<file path="config.mk">
export PLATFORM = sky130hd
export DESIGN_NAME = gpp_top
export DESIGN_NICKNAME = d
export VERILOG_FILES = /design/src/pkg/gpp_pkg.sv /design/src/gpp_top.sv
export VERILOG_INCLUDE_DIRS = /design/src /design/src/pkg
export SDC_FILE = /design/constraint.sdc
export NUM_CORES = 2
export LEC_CHECK = 0
export BUFFER_PORTS_ARGS = -buffer_cell sky130_fd_sc_hd__buf_2
export CELL_PAD_IN_SITES_DETAIL_PLACEMENT = 1
export CELL_PAD_IN_SITES_GLOBAL_PLACEMENT = 2
export CORE_MARGIN = 2
export CORE_UTILIZATION = 44
export CTS_BUF_LIST = sky130_fd_sc_hd__clkbuf_4 sky130_fd_sc_hd__clkbuf_8
export DETAILED_ROUTE_END_ITERATION = 10
export GPL_TIMING_DRIVEN = 0
export PLACE_DENSITY = 0.86
export SYNTH_ARGS = -nofsm -noshare
export SYNTH_HDL_FRONTEND = slang
export SYNTH_SLANG_ARGS = --single-unit
</file>
<file path="constraint.sdc">
create_clock -name clk -period 15.2 [get_ports clk]
set_input_delay 0.76 -clock clk [delete_from_list [all_inputs] [get_ports clk]]
set_output_delay 0.76 -clock clk [all_outputs]
set_load 0.1 [all_outputs]
</file>
<file path="src/pkg/gpp_defs.svh">
`ifndef GPP_DEFS_SVH
`define GPP_DEFS_SVH
// ----------------------------------------------------------------
// sizes and register map
// ----------------------------------------------------------------
`define GPP_NPIN        16
`define GPP_NPWM        4
`define GPP_A_DIR       8'h00
`define GPP_A_OUT       8'h04
`define GPP_A_SET       8'h08
`define GPP_A_CLR       8'h0C
`define GPP_A_IN        8'h10
`define GPP_A_FILT      8'h14
`define GPP_A_RISE      8'h18
`define GPP_A_FALL      8'h1C
`define GPP_A_IEN       8'h20
`define GPP_A_STBY      8'h24
`define GPP_A_PULL      8'h28
`define GPP_A_PULLI     8'h2C
`define GPP_A_MODE      8'h30
`define GPP_A_PWMSEL    8'h34
`define GPP_A_PSTATE    8'h38
`define GPP_A_CTRL      8'h3C
`define GPP_A_PBASE     8'h40
`define GPP_A_PDUTY     8'h50
`define GPP_A_LAST      8'h5C
// ----------------------------------------------------------------
// fields, resets and timing
// ----------------------------------------------------------------
`define GPP_INC_HI      29
`define GPP_INC_LO      8
`define GPP_ACC_W       22
`define GPP_FILT_LEN    5
`define GPP_FILT_LEN_W  3
`define GPP_CLK_HZ      100000000
`define GPP_F_ACTIVE    50000000
`define GPP_F_IDLE      19200000
`define GPP_F_DEEP      32768
`define GPP_F_PWM       19200000
`define GPP_ZERO32      32'h0000_0000
`define GPP_RST_FILT    16'hFFFF
`define GPP_RST_MODE    16'hFFFF
`define GPP_RESP_OK     2'h0
`define GPP_RESP_ERR    2'h2
`endif

</file>
<file path="src/pkg/gpp_pkg.sv">
package gpp_pkg;
  typedef enum logic [3:0] {
    GPP_ST_ACTIVE = 4'h1,
    GPP_ST_IDLE_A = 4'h2,
    GPP_ST_IDLE_B = 4'h4,
    GPP_ST_DEEP   = 4'h8
  } gpp_pstate_t;
  typedef struct packed {
    logic [15:0] padOut;
    logic [15:0] padOe;
  } gpp_pad_t;
endpackage

</file>
<file path="src/gpp_top.sv">
`timescale 1ns/1ps
`include "gpp_defs.svh"
module gpp_top
(
  input  wire logic                clk,
  input  wire logic                reset,
  input  wire logic [7:0]          s_axi_awaddr,
  input  wire logic                s_axi_awvalid,
  output      logic                s_axi_awready,
  input  wire logic [31:0]         s_axi_wdata,
  input  wire logic [3:0]          s_axi_wstrb,
  input  wire logic                s_axi_wvalid,
  output      logic                s_axi_wready,
  output      logic [1:0]          s_axi_bresp,
  output      logic                s_axi_bvalid,
  input  wire logic                s_axi_bready,
  input  wire logic [7:0]          s_axi_araddr,
  input  wire logic                s_axi_arvalid,
  output      logic                s_axi_arready,
  output      logic [31:0]         s_axi_rdata,
  output      logic [1:0]          s_axi_rresp,
  output      logic                s_axi_rvalid,
  input  wire logic                s_axi_rready,
  input  wire logic [15:0]         padIn,
  input  wire logic [15:0]         periphOut,
  input  wire logic [15:0]         periphOe,
  output      gpp_pkg::gpp_pad_t   pad,
  output      logic [31:0]         padPull,
  output      logic [15:0]         padPullStrong,
  output      logic                irq,
  output      logic                wake,
  input  wire logic                powerButtonInputN,
  output      logic                sleepReq,
  output      logic                wakeReq,
  output      logic                offReq,
  output      logic                resetIndOut,
  output      logic                resetIndOe
);
  // ----------------------------------------------------------------
  // registers
  // ----------------------------------------------------------------
  logic [15:0] dir, outVal, filtEn, riseSt, fallSt, intEn, wakeEn, stbyVal;
  logic [15:0] modeGp, pullStrong;
  logic [15:0] filtState;
  logic [31:0] pullSel;
  logic [3:0]  pwmSel;
  logic [5:0]  ctrl;
  gpp_pkg::gpp_pstate_t pstate;
  logic [31:0] pwmBase [`GPP_NPWM];
  logic [7:0]  pwmDuty [`GPP_NPWM];
  logic        standby, standbyQ;

  // write strobe fill of a 32 bit register
  function automatic logic [31:0] wmerge(input logic [31:0] old,
                                         input logic [31:0] d,
                                         input logic [3:0] be);
    logic [31:0] r;
    r = old;
    for (int i = 0; i < 4; i++)
      if (be[i])
        r[i*8 +: 8] = d[i*8 +: 8];
    return r;
  endfunction

  // write strobe fill of a 16 bit register
  function automatic logic [15:0] wmlo(input logic [15:0] old,
                                       input logic [31:0] d,
                                       input logic [3:0] be);
    logic [31:0] r;
    r = wmerge({16'h0000, old}, d, be);
    return r[15:0];
  endfunction

  // ----------------------------------------------------------------
  // axi4-lite write path: address and data taken in either order
  // ----------------------------------------------------------------
  logic        awHave, wHave;
  logic [7:0]  awAddr;
  logic [31:0] wData;
  logic [3:0]  wStrb;
  wire         wrFire = awHave && wHave && !s_axi_bvalid;
  wire  [31:0] wm     = wmerge(`GPP_ZERO32, wData, wStrb);
  wire         selPb  = awAddr >= `GPP_A_PBASE && awAddr < `GPP_A_PDUTY;
  wire         selPd  = awAddr >= `GPP_A_PDUTY && awAddr < `GPP_A_PDUTY + 8'h10;
  wire  [1:0]  wIdx   = awAddr[3:2];
  wire         wOk    = awAddr[1:0] == 2'h0 && awAddr <= `GPP_A_LAST;

  always_ff @(posedge clk)
  begin
    if (reset)
    begin
      awHave <= 1'b0;
      wHave <= 1'b0;
      s_axi_bvalid <= 1'b0;
      s_axi_bresp <= `GPP_RESP_OK;
    end
    else
    begin
      if (s_axi_awvalid && s_axi_awready)
      begin
        awHave <= 1'b1;
        awAddr <= s_axi_awaddr;
      end
      if (s_axi_wvalid && s_axi_wready)
      begin
        wHave <= 1'b1;
        wData <= s_axi_wdata;
        wStrb <= s_axi_wstrb;
      end
      if (wrFire)
      begin
        awHave <= 1'b0;
        wHave <= 1'b0;
        s_axi_bvalid <= 1'b1;
        s_axi_bresp <= wOk ? `GPP_RESP_OK : `GPP_RESP_ERR;
      end
      else if (s_axi_bready)
        s_axi_bvalid <= 1'b0;
    end
  end

  // ----------------------------------------------------------------
  // read path
  // ----------------------------------------------------------------
  wire [7:0] ra = s_axi_araddr;
  wire [31:0] rdMux =
    ra == `GPP_A_DIR    ? {16'h0000, dir} :
    ra == `GPP_A_OUT    ? {16'h0000, outVal} :
    ra == `GPP_A_IN     ? {16'h0000, filtState} :
    ra == `GPP_A_FILT   ? {16'h0000, filtEn} :
    ra == `GPP_A_RISE   ? {16'h0000, riseSt} :
    ra == `GPP_A_FALL   ? {16'h0000, fallSt} :
    ra == `GPP_A_IEN    ? {wakeEn, intEn} :
    ra == `GPP_A_STBY   ? {16'h0000, stbyVal} :
    ra == `GPP_A_PULL   ? pullSel :
    ra == `GPP_A_PULLI  ? {16'h0000, pullStrong} :
    ra == `GPP_A_MODE   ? {16'h0000, modeGp} :
    ra == `GPP_A_PWMSEL ? {28'h0000000, pwmSel} :
    ra == `GPP_A_PSTATE ? {28'h0000000, pstate} :
    ra == `GPP_A_CTRL   ? {26'h0000000, ctrl} :
    (ra >= `GPP_A_PBASE && ra < `GPP_A_PDUTY) ? pwmBase[ra[3:2]] :
    (ra >= `GPP_A_PDUTY && ra < `GPP_A_PDUTY + 8'h10) ? {24'h000000, pwmDuty[ra[3:2]]} :
    `GPP_ZERO32;
  wire rOk = ra[1:0] == 2'h0 && ra <= `GPP_A_LAST && ra != `GPP_A_SET
             && ra != `GPP_A_CLR;

  always_ff @(posedge clk)
  begin
    if (reset)
    begin
      s_axi_rvalid <= 1'b0;
      s_axi_rdata <= `GPP_ZERO32;
      s_axi_rresp <= `GPP_RESP_OK;
    end
    else if (s_axi_arvalid && s_axi_arready)
    begin
      s_axi_rvalid <= 1'b1;
      s_axi_rdata <= rOk ? rdMux : `GPP_ZERO32;
      s_axi_rresp <= rOk ? `GPP_RESP_OK : `GPP_RESP_ERR;
    end
    else if (s_axi_rready)
      s_axi_rvalid <= 1'b0;
  end
  // ready flags come from flops: low in reset, low while a beat is held
  wire awTake      = s_axi_awvalid && s_axi_awready;
  wire wTake       = s_axi_wvalid && s_axi_wready;
  wire arTake      = s_axi_arvalid && s_axi_arready;
  wire next_awHave = !wrFire && (awTake || awHave);
  wire next_wHave  = !wrFire && (wTake || wHave);
  wire next_rvalid = arTake || (s_axi_rvalid && !s_axi_rready);
  always_ff @(posedge clk)
  begin
    if (reset)
    begin
      s_axi_awready <= 1'b0;
      s_axi_wready <= 1'b0;
      s_axi_arready <= 1'b0;
    end
    else
    begin
      s_axi_awready <= !next_awHave;
      s_axi_wready <= !next_wHave;
      s_axi_arready <= !next_rvalid;
    end
  end

  // ----------------------------------------------------------------
  // filter clock enable per power state
  // ----------------------------------------------------------------
  // fractional enable: add target rate, tick on wrap past clk rate
  logic [31:0] fAcc;
  logic        fTick;
  wire  [31:0] fRate = pstate == gpp_pkg::GPP_ST_ACTIVE ? 32'(`GPP_F_ACTIVE) :
                       pstate == gpp_pkg::GPP_ST_DEEP   ? 32'(`GPP_F_DEEP) :
                       32'(`GPP_F_IDLE);
  wire  [31:0] fSum  = fAcc + fRate;
  always_ff @(posedge clk)
  begin
    if (reset)
    begin
      fAcc <= `GPP_ZERO32;
      fTick <= 1'b0;
    end
    else
    begin
      fTick <= fSum >= 32'(`GPP_CLK_HZ);
      fAcc <= fSum >= 32'(`GPP_CLK_HZ) ? fSum - 32'(`GPP_CLK_HZ) : fSum;
    end
  end

  // ----------------------------------------------------------------
  // glitch filter and edge capture
  // ----------------------------------------------------------------
  logic [15:0] rawQ, filtPrev;
  logic [`GPP_FILT_LEN_W-1:0] fCnt [`GPP_NPIN];
  wire  [15:0] isIn   = ~dir & modeGp;
  wire  [15:0] rise   = filtState & ~filtPrev & isIn;
  wire  [15:0] fall   = ~filtState & filtPrev & isIn;
  wire  [15:0] rClr   = (wrFire && awAddr == `GPP_A_RISE) ? wm[15:0] : 16'h0000;
  wire  [15:0] fClr   = (wrFire && awAddr == `GPP_A_FALL) ? wm[15:0] : 16'h0000;
  always_ff @(posedge clk)
  begin
    if (reset)
    begin
      rawQ <= 16'h0000;
      filtState <= 16'h0000;
      filtPrev <= 16'h0000;
      riseSt <= 16'h0000;
      fallSt <= 16'h0000;
      for (int i = 0; i < `GPP_NPIN; i++)
        fCnt[i] <= '0;
    end
    else
    begin
      filtPrev <= filtState;
      riseSt <= (riseSt & ~rClr) | rise;
      fallSt <= (fallSt & ~fClr) | fall;
      if (fTick)
      begin
        rawQ <= padIn;
        for (int i = 0; i < `GPP_NPIN; i++)
        begin
          if (!filtEn[i])
            filtState[i] <= rawQ[i];
          else if (rawQ[i] == filtState[i])
            fCnt[i] <= '0;
          else if (fCnt[i] == `GPP_FILT_LEN_W'(`GPP_FILT_LEN - 2))
          begin
            filtState[i] <= rawQ[i];
            fCnt[i] <= '0;
          end
          else
            fCnt[i] <= fCnt[i] + 1'b1;
        end
      end
    end
  end

  // ----------------------------------------------------------------
  // control registers
  // ----------------------------------------------------------------
  always_ff @(posedge clk)
  begin
    if (reset)
    begin
      dir <= 16'h0000;
      outVal <= 16'h0000;
      filtEn <= `GPP_RST_FILT;
      intEn <= 16'h0000;
      wakeEn <= 16'h0000;
      stbyVal <= 16'h0000;
      pullSel <= `GPP_ZERO32;
      pullStrong <= 16'h0000;
      modeGp <= `GPP_RST_MODE;
      pwmSel <= 4'h0;
      pstate <= gpp_pkg::GPP_ST_ACTIVE;
      ctrl <= 6'h00;
      for (int i = 0; i < `GPP_NPWM; i++)
      begin
        pwmBase[i] <= `GPP_ZERO32;
        pwmDuty[i] <= 8'h00;
      end
    end
    else if (wrFire && wOk)
    begin
      if (awAddr == `GPP_A_DIR)
        dir <= wmlo(dir, wData, wStrb);
      else if (awAddr == `GPP_A_OUT)
        outVal <= wmlo(outVal, wData, wStrb);
      else if (awAddr == `GPP_A_SET)
        outVal <= outVal | wm[15:0];
      else if (awAddr == `GPP_A_CLR)
        outVal <= outVal & ~wm[15:0];
      else if (awAddr == `GPP_A_FILT)
        filtEn <= wmlo(filtEn, wData, wStrb);
      else if (awAddr == `GPP_A_IEN)
        {wakeEn, intEn} <= wmerge({wakeEn, intEn}, wData, wStrb);
      else if (awAddr == `GPP_A_STBY)
        stbyVal <= wmlo(stbyVal, wData, wStrb);
      else if (awAddr == `GPP_A_PULL)
        pullSel <= wmerge(pullSel, wData, wStrb);
      else if (awAddr == `GPP_A_PULLI)
        pullStrong <= wmlo(pullStrong, wData, wStrb);
      else if (awAddr == `GPP_A_MODE)
        modeGp <= wmlo(modeGp, wData, wStrb);
      else if (awAddr == `GPP_A_PWMSEL)
        pwmSel <= wm[3:0];
      else if (awAddr == `GPP_A_PSTATE && $onehot(wm[3:0]))
        pstate <= gpp_pkg::gpp_pstate_t'(wm[3:0]);
      else if (awAddr == `GPP_A_CTRL)
        ctrl <= wm[5:0];
      else if (selPb)
        pwmBase[wIdx] <= wmerge(pwmBase[wIdx], wData, wStrb);
      else if (selPd)
        pwmDuty[wIdx] <= wm[7:0];
    end
  end

  // ----------------------------------------------------------------
  // pwm generators: 19.2 MHz enable, phase accumulator
  // ----------------------------------------------------------------
  logic [31:0] pAcc;
  logic        pTick;
  wire  [31:0] pSum = pAcc + 32'(`GPP_F_PWM);
  logic [`GPP_ACC_W-1:0] phase [`GPP_NPWM];
  logic [3:0]  pwmOut;
  always_ff @(posedge clk)
  begin
    if (reset)
    begin
      pAcc <= `GPP_ZERO32;
      pTick <= 1'b0;
      pwmOut <= 4'h0;
      for (int i = 0; i < `GPP_NPWM; i++)
        phase[i] <= '0;
    end
    else
    begin
      pTick <= pSum >= 32'(`GPP_CLK_HZ);
      pAcc <= pSum >= 32'(`GPP_CLK_HZ) ? pSum - 32'(`GPP_CLK_HZ) : pSum;
      for (int i = 0; i < `GPP_NPWM; i++)
      begin
        if (pTick)
          phase[i] <= phase[i] + pwmBase[i][`GPP_INC_HI:`GPP_INC_LO];
        pwmOut[i] <= phase[i][`GPP_ACC_W-1 -: 8] < pwmDuty[i];
      end
    end
  end

  // ----------------------------------------------------------------
  // pads, standby, power button, reset indicator
  // ----------------------------------------------------------------
  wire [15:0] gpOut = standby ? stbyVal : outVal;
  wire [15:0] mixOut = (modeGp & gpOut) | (~modeGp & periphOut);
  wire [15:0] mixOe  = (modeGp & dir) | (~modeGp & periphOe);
  logic       pbQ;
  assign standby = pstate != gpp_pkg::GPP_ST_ACTIVE;
  always_ff @(posedge clk)
  begin
    if (reset)
    begin
      pad <= '0;
      padPull <= `GPP_ZERO32;
      padPullStrong <= 16'h0000;
      irq <= 1'b0;
      wake <= 1'b0;
      pbQ <= 1'b1;
      sleepReq <= 1'b0;
      wakeReq <= 1'b0;
      offReq <= 1'b0;
      standbyQ <= 1'b0;
      resetIndOut <= 1'b0;
      resetIndOe <= 1'b1;
    end
    else
    begin
      standbyQ <= standby;
      pad.padOut <= {mixOut[15:4], pwmSel & pwmOut | ~pwmSel & mixOut[3:0]};
      pad.padOe <= {mixOe[15:4], pwmSel | mixOe[3:0]};
      padPull <= pullSel;
      padPullStrong <= pullStrong;
      irq <= |((riseSt | fallSt) & intEn);
      wake <= |((riseSt | fallSt) & wakeEn);
      pbQ <= powerButtonInputN;
      sleepReq <= pbQ && !powerButtonInputN && ctrl[0];
      wakeReq <= pbQ && !powerButtonInputN && ctrl[1];
      offReq <= pbQ && !powerButtonInputN && ctrl[2];
      resetIndOe <= 1'b0;
    end
  end

  // ----------------------------------------------------------------
  // checks
  // ----------------------------------------------------------------
  property p_dirReset;
    @(posedge clk) $fell(reset) |-> pad.padOe[15:4] == 12'h000;
  endproperty
  a_dirReset: assert property (p_dirReset) else $error("pins not inputs after reset");
  property p_rstInd;
    @(posedge clk) $fell(reset) |-> resetIndOe && !resetIndOut;
  endproperty
  a_rstInd: assert property (p_rstInd) else $error("reset indicator not low");
  property p_irq;
    @(posedge clk) disable iff (reset) |(riseSt & intEn) |=> irq;
  endproperty
  a_irq: assert property (p_irq) else $error("irq missing");
  property p_sticky;
    @(posedge clk) disable iff (reset) |rise |=> |riseSt;
  endproperty
  a_sticky: assert property (p_sticky) else $error("edge lost");
  property p_set;
    @(posedge clk) disable iff (reset)
      wrFire && awAddr == `GPP_A_SET |=> (outVal & $past(wm[15:0])) == $past(wm[15:0]);
  endproperty
  a_set: assert property (p_set) else $error("set failed");
  property p_clr;
    @(posedge clk) disable iff (reset)
      wrFire && awAddr == `GPP_A_CLR |=> (outVal & $past(wm[15:0])) == 16'h0000;
  endproperty
  a_clr: assert property (p_clr) else $error("clear failed");
  property p_pwm;
    @(posedge clk) disable iff (reset) pwmDuty[0] == 8'h00 |=> !pwmOut[0];
  endproperty
  a_pwm: assert property (p_pwm) else $error("pwm high at zero duty");
  property p_pb;
    @(posedge clk) disable iff (reset) $fell(powerButtonInputN) && ctrl[0] |=> sleepReq;
  endproperty
  a_pb: assert property (p_pb) else $error("button ignored");
endmodule

</file>
# ---- Yosys cells after proc, flatten, opt, wreduce, memory -nomap -nowiden
# Memory sizes are Yosys's and may differ from the RTL's.
# Index checks and enable logic that the tools add are counted.
dict set report word_totals {
  reg_bits 498
  ram_bits 296
  inputBits 108
  out_inout_bits 128
  word_cells 933
  mem_count 4
}
# name words width read_ports rd_clocked_by_memory_dff wr line
set memory_table {}
lappend memory_table {pwmBase 4 32 5 0 4 gpp_top.sv:49} ;# logic [31:0] pwmBase [`GPP_NPWM];
lappend memory_table {phase 4 22 4 0 4 gpp_top.sv:325} ;# logic [`GPP_ACC_W-1:0] phase [`GPP_NPWM];
lappend memory_table {fCnt 16 3 16 0 16 gpp_top.sv:215} ;# logic [`GPP_FILT_LEN_W-1:0] fCnt [`GPP_NPIN];
lappend memory_table {pwmDuty 4 8 5 0 4 gpp_top.sv:50} ;# logic [7:0] pwmDuty [`GPP_NPWM];
dict set report classes {
  add_sub_neg 27
  n_lt_le_gt_ge 16
  eq_ne 103
  muxes 523
  bitwise 97
  n_reduce_logical 91
}
# operator count
set op_table {}
lappend op_table {{32-bit two-way mux} 19}
lappend op_table {{8-bit two-way mux} 74}
lappend op_table {{1-bit two-way mux} 365}
lappend op_table {{16-bit AND} 14}
lappend op_table {{3-bit two-way mux} 48}
lappend op_table {{8-bit by 6-bit equality test with 1-bit output (second input constant)} 16}
lappend op_table {{16-bit inverter} 7}
lappend op_table {{16-bit two-way mux} 6}
lappend op_table {{16-bit OR} 6}
lappend op_table {{22-bit adder} 4}
lappend op_table {{22-bit two-way mux} 4}
lappend op_table {{17-bit inequality test (second input constant)} 4}
lappend op_table {{32-bit by 27-bit >= comparator with 1-bit output (second input constant)} 2}
lappend op_table {{32-bit by 27-bit subtractor with 32-bit output (second input constant)} 2}
lappend op_table {{8-bit by 5-bit equality test with 1-bit output (second input constant)} 7}
lappend op_table {{3-bit AND reduction} 18}
lappend op_table {{1-bit OR} 52}
lappend op_table {{3-bit by 1-bit adder with 3-bit output (second input constant)} 16}
lappend op_table {{3-bit by 2-bit equality test with 1-bit output (second input constant)} 16}
lappend op_table {{10-bit AND reduction} 4}
lappend op_table {{2-bit inequality test (second input constant)} 18}
lappend op_table {{12-bit AND reduction} 3}
lappend op_table {{32-bit by 25-bit adder with 32-bit output (second input constant)} 1}
lappend op_table {{32-bit by 26-bit adder with 32-bit output} 1}
lappend op_table {{42 further kinds} 150}

# ---- Depth between registers and ports, before layout
dict set report logic_depth {
  word_depth 23
  depth_mapped 18
  depth_no_buf 14
}

# ---- Worst setup path before layout
# No wires, ideal clock.
dict set report synth_timing {
  path_kind {register -> register}
  start {register pstate[1]}
  end {register fAcc[31]}
  setup_ns 0.128
  t_arrival_ns 4.914
  required_ns 15.072
  slack_ns 10.158
  path_stages_with_launch 19
  path_buffers 4
  synth_period_minus_slack_ns 5.042
  path_cell_list {dfxtp_1 -> nor4b_1 -> clkbuf_1 -> clkbuf_1 -> nor2b_1 -> ha_1 -> clkbuf_1 -> and3_1 -> a221oi_4 -> nor4b_2 -> o31a_1 -> nor4b_1 -> a311o_1 -> o41a_1 -> o2111ai_2 -> buf_4 -> o2111ai_1 -> xnor2_1 -> nor2_1}
}
dict set report synth_between {
  elab_chain_cells 6
  elab_cells_between_ends 8
  cone_classes {add/sub: 2; order compare: 1; eq/ne: 2; mux: 3}
}
# item line
set synth_lines {}
lappend synth_lines {{start: declaration} gpp_top.sv:48} ;# gpp_pkg::gpp_pstate_t pstate;
lappend synth_lines {{start signal: assignment} gpp_top.sv:276} ;# pstate <= gpp_pkg::GPP_ST_ACTIVE;
lappend synth_lines {{start signal: assignment} gpp_top.sv:309} ;# pstate <= gpp_pkg::gpp_pstate_t'(wm[3:0]);
lappend synth_lines {{4-bit equality test} gpp_top.sv:194} ;# pstate == gpp_pkg::GPP_ST_DEEP ? 32'(`GPP_F_DEEP) :
lappend synth_lines {{25-bit two-way mux} gpp_top.sv:194}
lappend synth_lines {{26-bit two-way mux (*)} gpp_top.sv:193} ;# wire [31:0] fRate = pstate == gpp_pkg::GPP_ST_ACTIVE ? 32'(`GPP_F_ACTIVE) :
lappend synth_lines {{32-bit by 26-bit adder with 32-bit output (*)} gpp_top.sv:196} ;# wire [31:0] fSum = fAcc + fRate;
lappend synth_lines {{32-bit by 27-bit subtractor with 32-bit output or 32-bit by 27-bit >= comparator with 1-bit output (tied branches)} gpp_top.sv:207} ;# fAcc <= fSum >= 32'(`GPP_CLK_HZ) ? fSum - 32'(`GPP_CLK_HZ) : fSum;
lappend synth_lines {{32-bit two-way mux (*)} gpp_top.sv:207}
lappend synth_lines {{end signal: assignment} gpp_top.sv:201} ;# fAcc <= `GPP_ZERO32;
lappend synth_lines {{end signal: assignment} gpp_top.sv:207}
lappend synth_lines {{end: declaration} gpp_top.sv:191} ;# logic [31:0] fAcc;
# Every way passes the cells marked *; elsewhere a longest branch is shown, timed or not.
# A chain may end at the register's enable or synchronous reset.

# ---- Final worst setup path
dict set report layout_timing {
  start {register pstate[1]}
  end {register fAcc[19]}
}
# Same word-level chain as after synthesis.

==> results.md <==
Placed design:
- The final estimated routing congestion in global placement is 0.993.
- The minimum setup slack after placement is 8.74 ns.
- The sum of net half-perimeters after detailed placement is 115000 um.
- In this run, placement finished with an instance count of 5219.
- In this run the tool buffered the top-level ports with 229 buffer cells.
- Summing all placed instances gives a cell area of 40700 um^2.

Finish:
- Summing all non-filler instances in the final layout gives an area of 43800 um^2.
- The area growth from synthesis to layout is 15.2%.
- For this run, the post-layout net count is 4498.
- The post-route non-filler standard cell count is 5485.
- Measured on the finished design, the core utilization comes to 51.3%.
- After filler insertion, the fill cell instance count of the layout stands at 9729.
- Summing all multi-input logic gate instances after layout gives 17800 um^2.
- The register area is 19000 um^2.
- The share of cells above drive strength 1 is 13.3%.

STA:
- The number of hold violations in the final report is 0.
- Between clock sinks in the finished design, the worst skew comes to 0.0369 ns.
- Adding up every negative setup slack in the final design gives 0 ns.
- The clock period minus worst slack is 6.61 ns.
- The worst setup slack after layout is 8.59 ns.
- The worst hold slack across all endpoints is 0.0577 ns.
- Setup repair after global routing left no endpoint under its margin.
- The max-slew violation total from the final report is 0.
- The share of the clock period used by the worst path after layout is 43.5%.
- The achievable clock frequency is 0.151 GHz.
- Setup violations remaining at the end of the flow were counted as 0.
- The transition at the pin with the smallest max-transition slack is 1.47 ns.
- Headroom to the max-slew limit came out at 1.82%.

Synth:
- Synthesis handed over a netlist of 3841 instances.
- The Yosys step of the flow raised 0 warnings.
- The adder-cell share of the synthesized area is 5.71%.
- By area the synthesized netlist is led by sky130_fd_sc_hd__edfxtp_1 (27%), sky130_fd_sc_hd__dfxtp_1 (23%), sky130_fd_sc_hd__ha_1 (5.5%).
- Summing the sequential cell areas from Yosys gives 49.9% of the chip area.
- Counting flops with an async set or reset pin after synthesis yields a share of 0%.
- The share of the synthesized area in compound gates (AO/OA/AOI/OAI) is 13.6%.
- The cell accounting for the most synthesized area is sky130_fd_sc_hd__edfxtp_1.
- The portion of synthesized cell area occupied by the leading cell type is 26.9%.
- The cell area that synthesis handed to floorplanning was 38000 um^2.
- A synthesized cell averages 9.90 um^2.
- The number of synthesized register bits is 777.
- After synthesis, the largest family of logic cells by area is simple AND/OR/NAND/NOR gates.
- After Yosys synthesis, XOR and XNOR cells account for 3.39% of the synthesized area.
- The number of distinct standard cells referenced by the synthesized netlist is 84.
- In the synthesized netlist, mux cells make up 5.30% of the area.
- In the synthesized netlist the dominant register cell turns out to be sky130_fd_sc_hd__dfxtp_1.
- The simple-gate area share of the yosys netlist is 18.7%.
- The synthesized design contains 340 enable-type register cells.

Die:
- The die extent in y is 298 um.
- Row generation in the floorplan step produced 107 rows.
- The initial utilization of the core area, before any placement, comes to 44.5%.
- The die is 298 um wide.
- The die outline area is 88800 um^2.
- The placeable core region is 85400 um^2.
- The number of I/O pins is 236.

Route:
- For this run, the detailed router's first-pass iteration total came to 7.
- After detailed routing, the number of remaining DRC violations is 0.
- The violation count after the first detailed-route iteration is 3346.
- The per-cell via count in the routed design is 5.98.
- Once detail routing completed, the nets flagged for antenna violations numbered 0.
- The final layout contains routed wiring with a total length of 152000 um.
- The total via count after detailed routing is 32800.
- The routed wirelength normalized by instance count is 27.6 um.

Outcome:
- The run finished with clean final reports.

Global routing:
- The via count of the first global-routing pass came to 33200.
- The initial antenna violation count is 8.
- The total track usage is 33.6%.
- The first-pass GRT wire length is 220000 um.
- The total global routing overflow is 0.
- The pin count of the biggest net entering global routing is 48.

Pwr:
- The share of total power in sequential cells is 39.6%.
- The leakage component of the power is 17.8 nW.
- Dividing total power by cell area gives a power density of 147 nW/um^2.
- Across the VDD grid, the largest voltage drop is 0.0938 mV.
- The net switching power is 2.14 mW.
- Net switching is 33.3% of the power.
- The part of the power in the clock network is 33.9%.
- The internal cell power is 4.30 mW.
- The power share of the combinational group is 26.5%.
- Total power for the finished layout comes to 6.45 mW.

Worst setup path:
- STA puts the critical path data arrival time at 7.29 ns.
- The worst setup path is launched from a register.
- The category of the worst setup path capture point is a register.
- The worst setup path category is reg -> reg.
- In this run the worst path has a maximum fanout of 16.
- Data on the critical path is required at its endpoint by 15.88 ns.

Clocking:
- The latest clock arrival within the worst-skew pair is 0.84 ns.
- The clock-pin slew on the worst setup and hold paths is 0.06 ns.
- The setup fix buffers added after clock tree synthesis is 0.
- In this run, post-CTS hold repair placed 0 buffers.
- TritonCTS created 142 clock buffers.
- The H-tree was split into 4 levels.
- Gates resized during post-CTS repair numbered 0.
- TritonCTS built the clock tree.
- The clock root buffer is sky130_fd_sc_hd__clkbuf_8.
- The clock drives 777 sinks.
- In this run the deepest clock path goes through 3 buffers.

Run:
- The tool flagged a number of max-cap violations equal to 0.

Hold path:
- In this run the worst hold path is classified as in -> reg.
==> critical path, cell delays in order (launching register included) <==
cell and delay (ns):
sky130_fd_sc_hd__dfxtp_1 0.35, sky130_fd_sc_hd__nor4b_1 0.40, sky130_fd_sc_hd__clkbuf_1 0.62, sky130_fd_sc_hd__clkbuf_2 0.77, sky130_fd_sc_hd__ha_1 0.35, sky130_fd_sc_hd__ha_1 0.16
sky130_fd_sc_hd__clkbuf_1 0.31, sky130_fd_sc_hd__and3_1 0.33, sky130_fd_sc_hd__a21oi_1 0.19, sky130_fd_sc_hd__a2111oi_0 0.68, sky130_fd_sc_hd__o221ai_1 0.27, sky130_fd_sc_hd__o21ai_0 0.43
sky130_fd_sc_hd__a2bb2oi_1 0.14, sky130_fd_sc_hd__o41a_1 0.18, sky130_fd_sc_hd__o2111ai_2 0.47, sky130_fd_sc_hd__buf_2 0.37, sky130_fd_sc_hd__nand2_1 0.10, sky130_fd_sc_hd__xnor2_1 0.23
sky130_fd_sc_hd__nor2_1 0.07
==> sequential cells by signal, summed over array words and instances, names as in the netlist, 24 cells and up, named ones only <==
signal / flops
fCnt: 48
phase: 88
pad: 32
pAcc: 24
pullSel: 32
padPull: 32
pwmBase: 128
wData: 32
fAcc: 25
pwmDuty: 32
s_axi_rdata: 32
==> Yosys cell counts (22+ instances only) <==
master and n:
sky130_fd_sc_hd__a211o_1 34, sky130_fd_sc_hd__a211oi_1 37, sky130_fd_sc_hd__a21o_1 41, sky130_fd_sc_hd__a21oi_1 288, sky130_fd_sc_hd__a22oi_1 47, sky130_fd_sc_hd__and2_1 146
sky130_fd_sc_hd__and3_1 45, sky130_fd_sc_hd__clkbuf_1 184, sky130_fd_sc_hd__dfxtp_1 437, sky130_fd_sc_hd__edfxtp_1 340, sky130_fd_sc_hd__ha_1 167, sky130_fd_sc_hd__inv_1 129
sky130_fd_sc_hd__mux2i_1 108, sky130_fd_sc_hd__mux4_2 40, sky130_fd_sc_hd__nand2_1 256, sky130_fd_sc_hd__nand2b_1 48, sky130_fd_sc_hd__nand3_1 104, sky130_fd_sc_hd__nand3b_1 25
sky130_fd_sc_hd__nand4_1 22, sky130_fd_sc_hd__nor2_1 479, sky130_fd_sc_hd__nor2b_1 128, sky130_fd_sc_hd__nor3_1 69, sky130_fd_sc_hd__o21ai_0 208, sky130_fd_sc_hd__or2_2 22
sky130_fd_sc_hd__xnor2_1 65, sky130_fd_sc_hd__xor2_1 82
==> area by class of cell <==
class | instances | area share, %
flip-flops and latches | 777 | 43.3
multi-input cells | 2733 | 40.7
clock buffers | 223 | 6.32
well taps | 1144 | 3.27
repair buffers | 232 | 2.74
plain buffers | 204 | 1.82
inverters | 129 | 1.11
clock inverters | 39 | 0.726
diodes | 4 | 0.0229
==> kinds of logic after synthesis <==
logic type	after synthesis
AOI/OAI and AO/OA	828
xor gates and xnor gates	147
adders and majority gates	171
other	1
DFF	777
buffers and inverters	333
and+or+nand+nor	1433
muxes	151
==> power by group through the flow <==
stage,clock [mW],combinational (mW),sequential (mW)
after detailed placement,0,1.68,2.60
after CTS,2.20,1.70,2.56
final,2.18,1.71,2.56
after global placement,0,1.63,2.59
after global routing,2.29,1.90,2.58
after floorplan,0,1.24,2.54
==> final timing paths <==
| kind | start | endpoint | slack, ns | cells after the start |
|---|---|---|---|---|
| worst max-delay path | pstate[1] | fAcc[19] | 8.59 | 18 |
| worst min-delay path | reset | resetIndOe | 0.06 | 1 |
| worst max register to register | pstate[1] | fAcc[19] | 8.59 | 18 |
| worst min register to register | s_axi_rdata[0] | s_axi_rdata[0] | 0.44 | 2 |
==> layout by cell type, fill, tap and decap left out, types with 48 or more instances in the layout <==
master | netlist | layout
sky130_fd_sc_hd__ha_1 | 167 | 167
sky130_fd_sc_hd__nor2_1 | 479 | 477
sky130_fd_sc_hd__nor3_1 | 69 | 69
sky130_fd_sc_hd__clkbuf_8 | 0 | 175
sky130_fd_sc_hd__mux2i_1 | 108 | 108
sky130_fd_sc_hd__o21ai_0 | 208 | 208
sky130_fd_sc_hd__clkbuf_4 | 0 | 48
sky130_fd_sc_hd__dfxtp_1 | 437 | 437
sky130_fd_sc_hd__a21oi_1 | 288 | 288
sky130_fd_sc_hd__nand3_1 | 104 | 104
sky130_fd_sc_hd__buf_2 | 4 | 233
sky130_fd_sc_hd__nand2_1 | 256 | 256
sky130_fd_sc_hd__xor2_1 | 82 | 82
sky130_fd_sc_hd__clkbuf_1 | 184 | 183
sky130_fd_sc_hd__nand2b_1 | 48 | 48
sky130_fd_sc_hd__xnor2_1 | 65 | 65
sky130_fd_sc_hd__and2_1 | 146 | 146
sky130_fd_sc_hd__nor2b_1 | 128 | 128
sky130_fd_sc_hd__edfxtp_1 | 340 | 340
sky130_fd_sc_hd__inv_1 | 129 | 129
==> routing by layer <==
metal	track usage (%)	part of all wire (%)
met1	45.7	42
met2	50.9	44
met3	7.27	9.0
met4	15.8	4.7
met5	0	0.028
No activity file was read; power rests on OpenSTA's default activity.
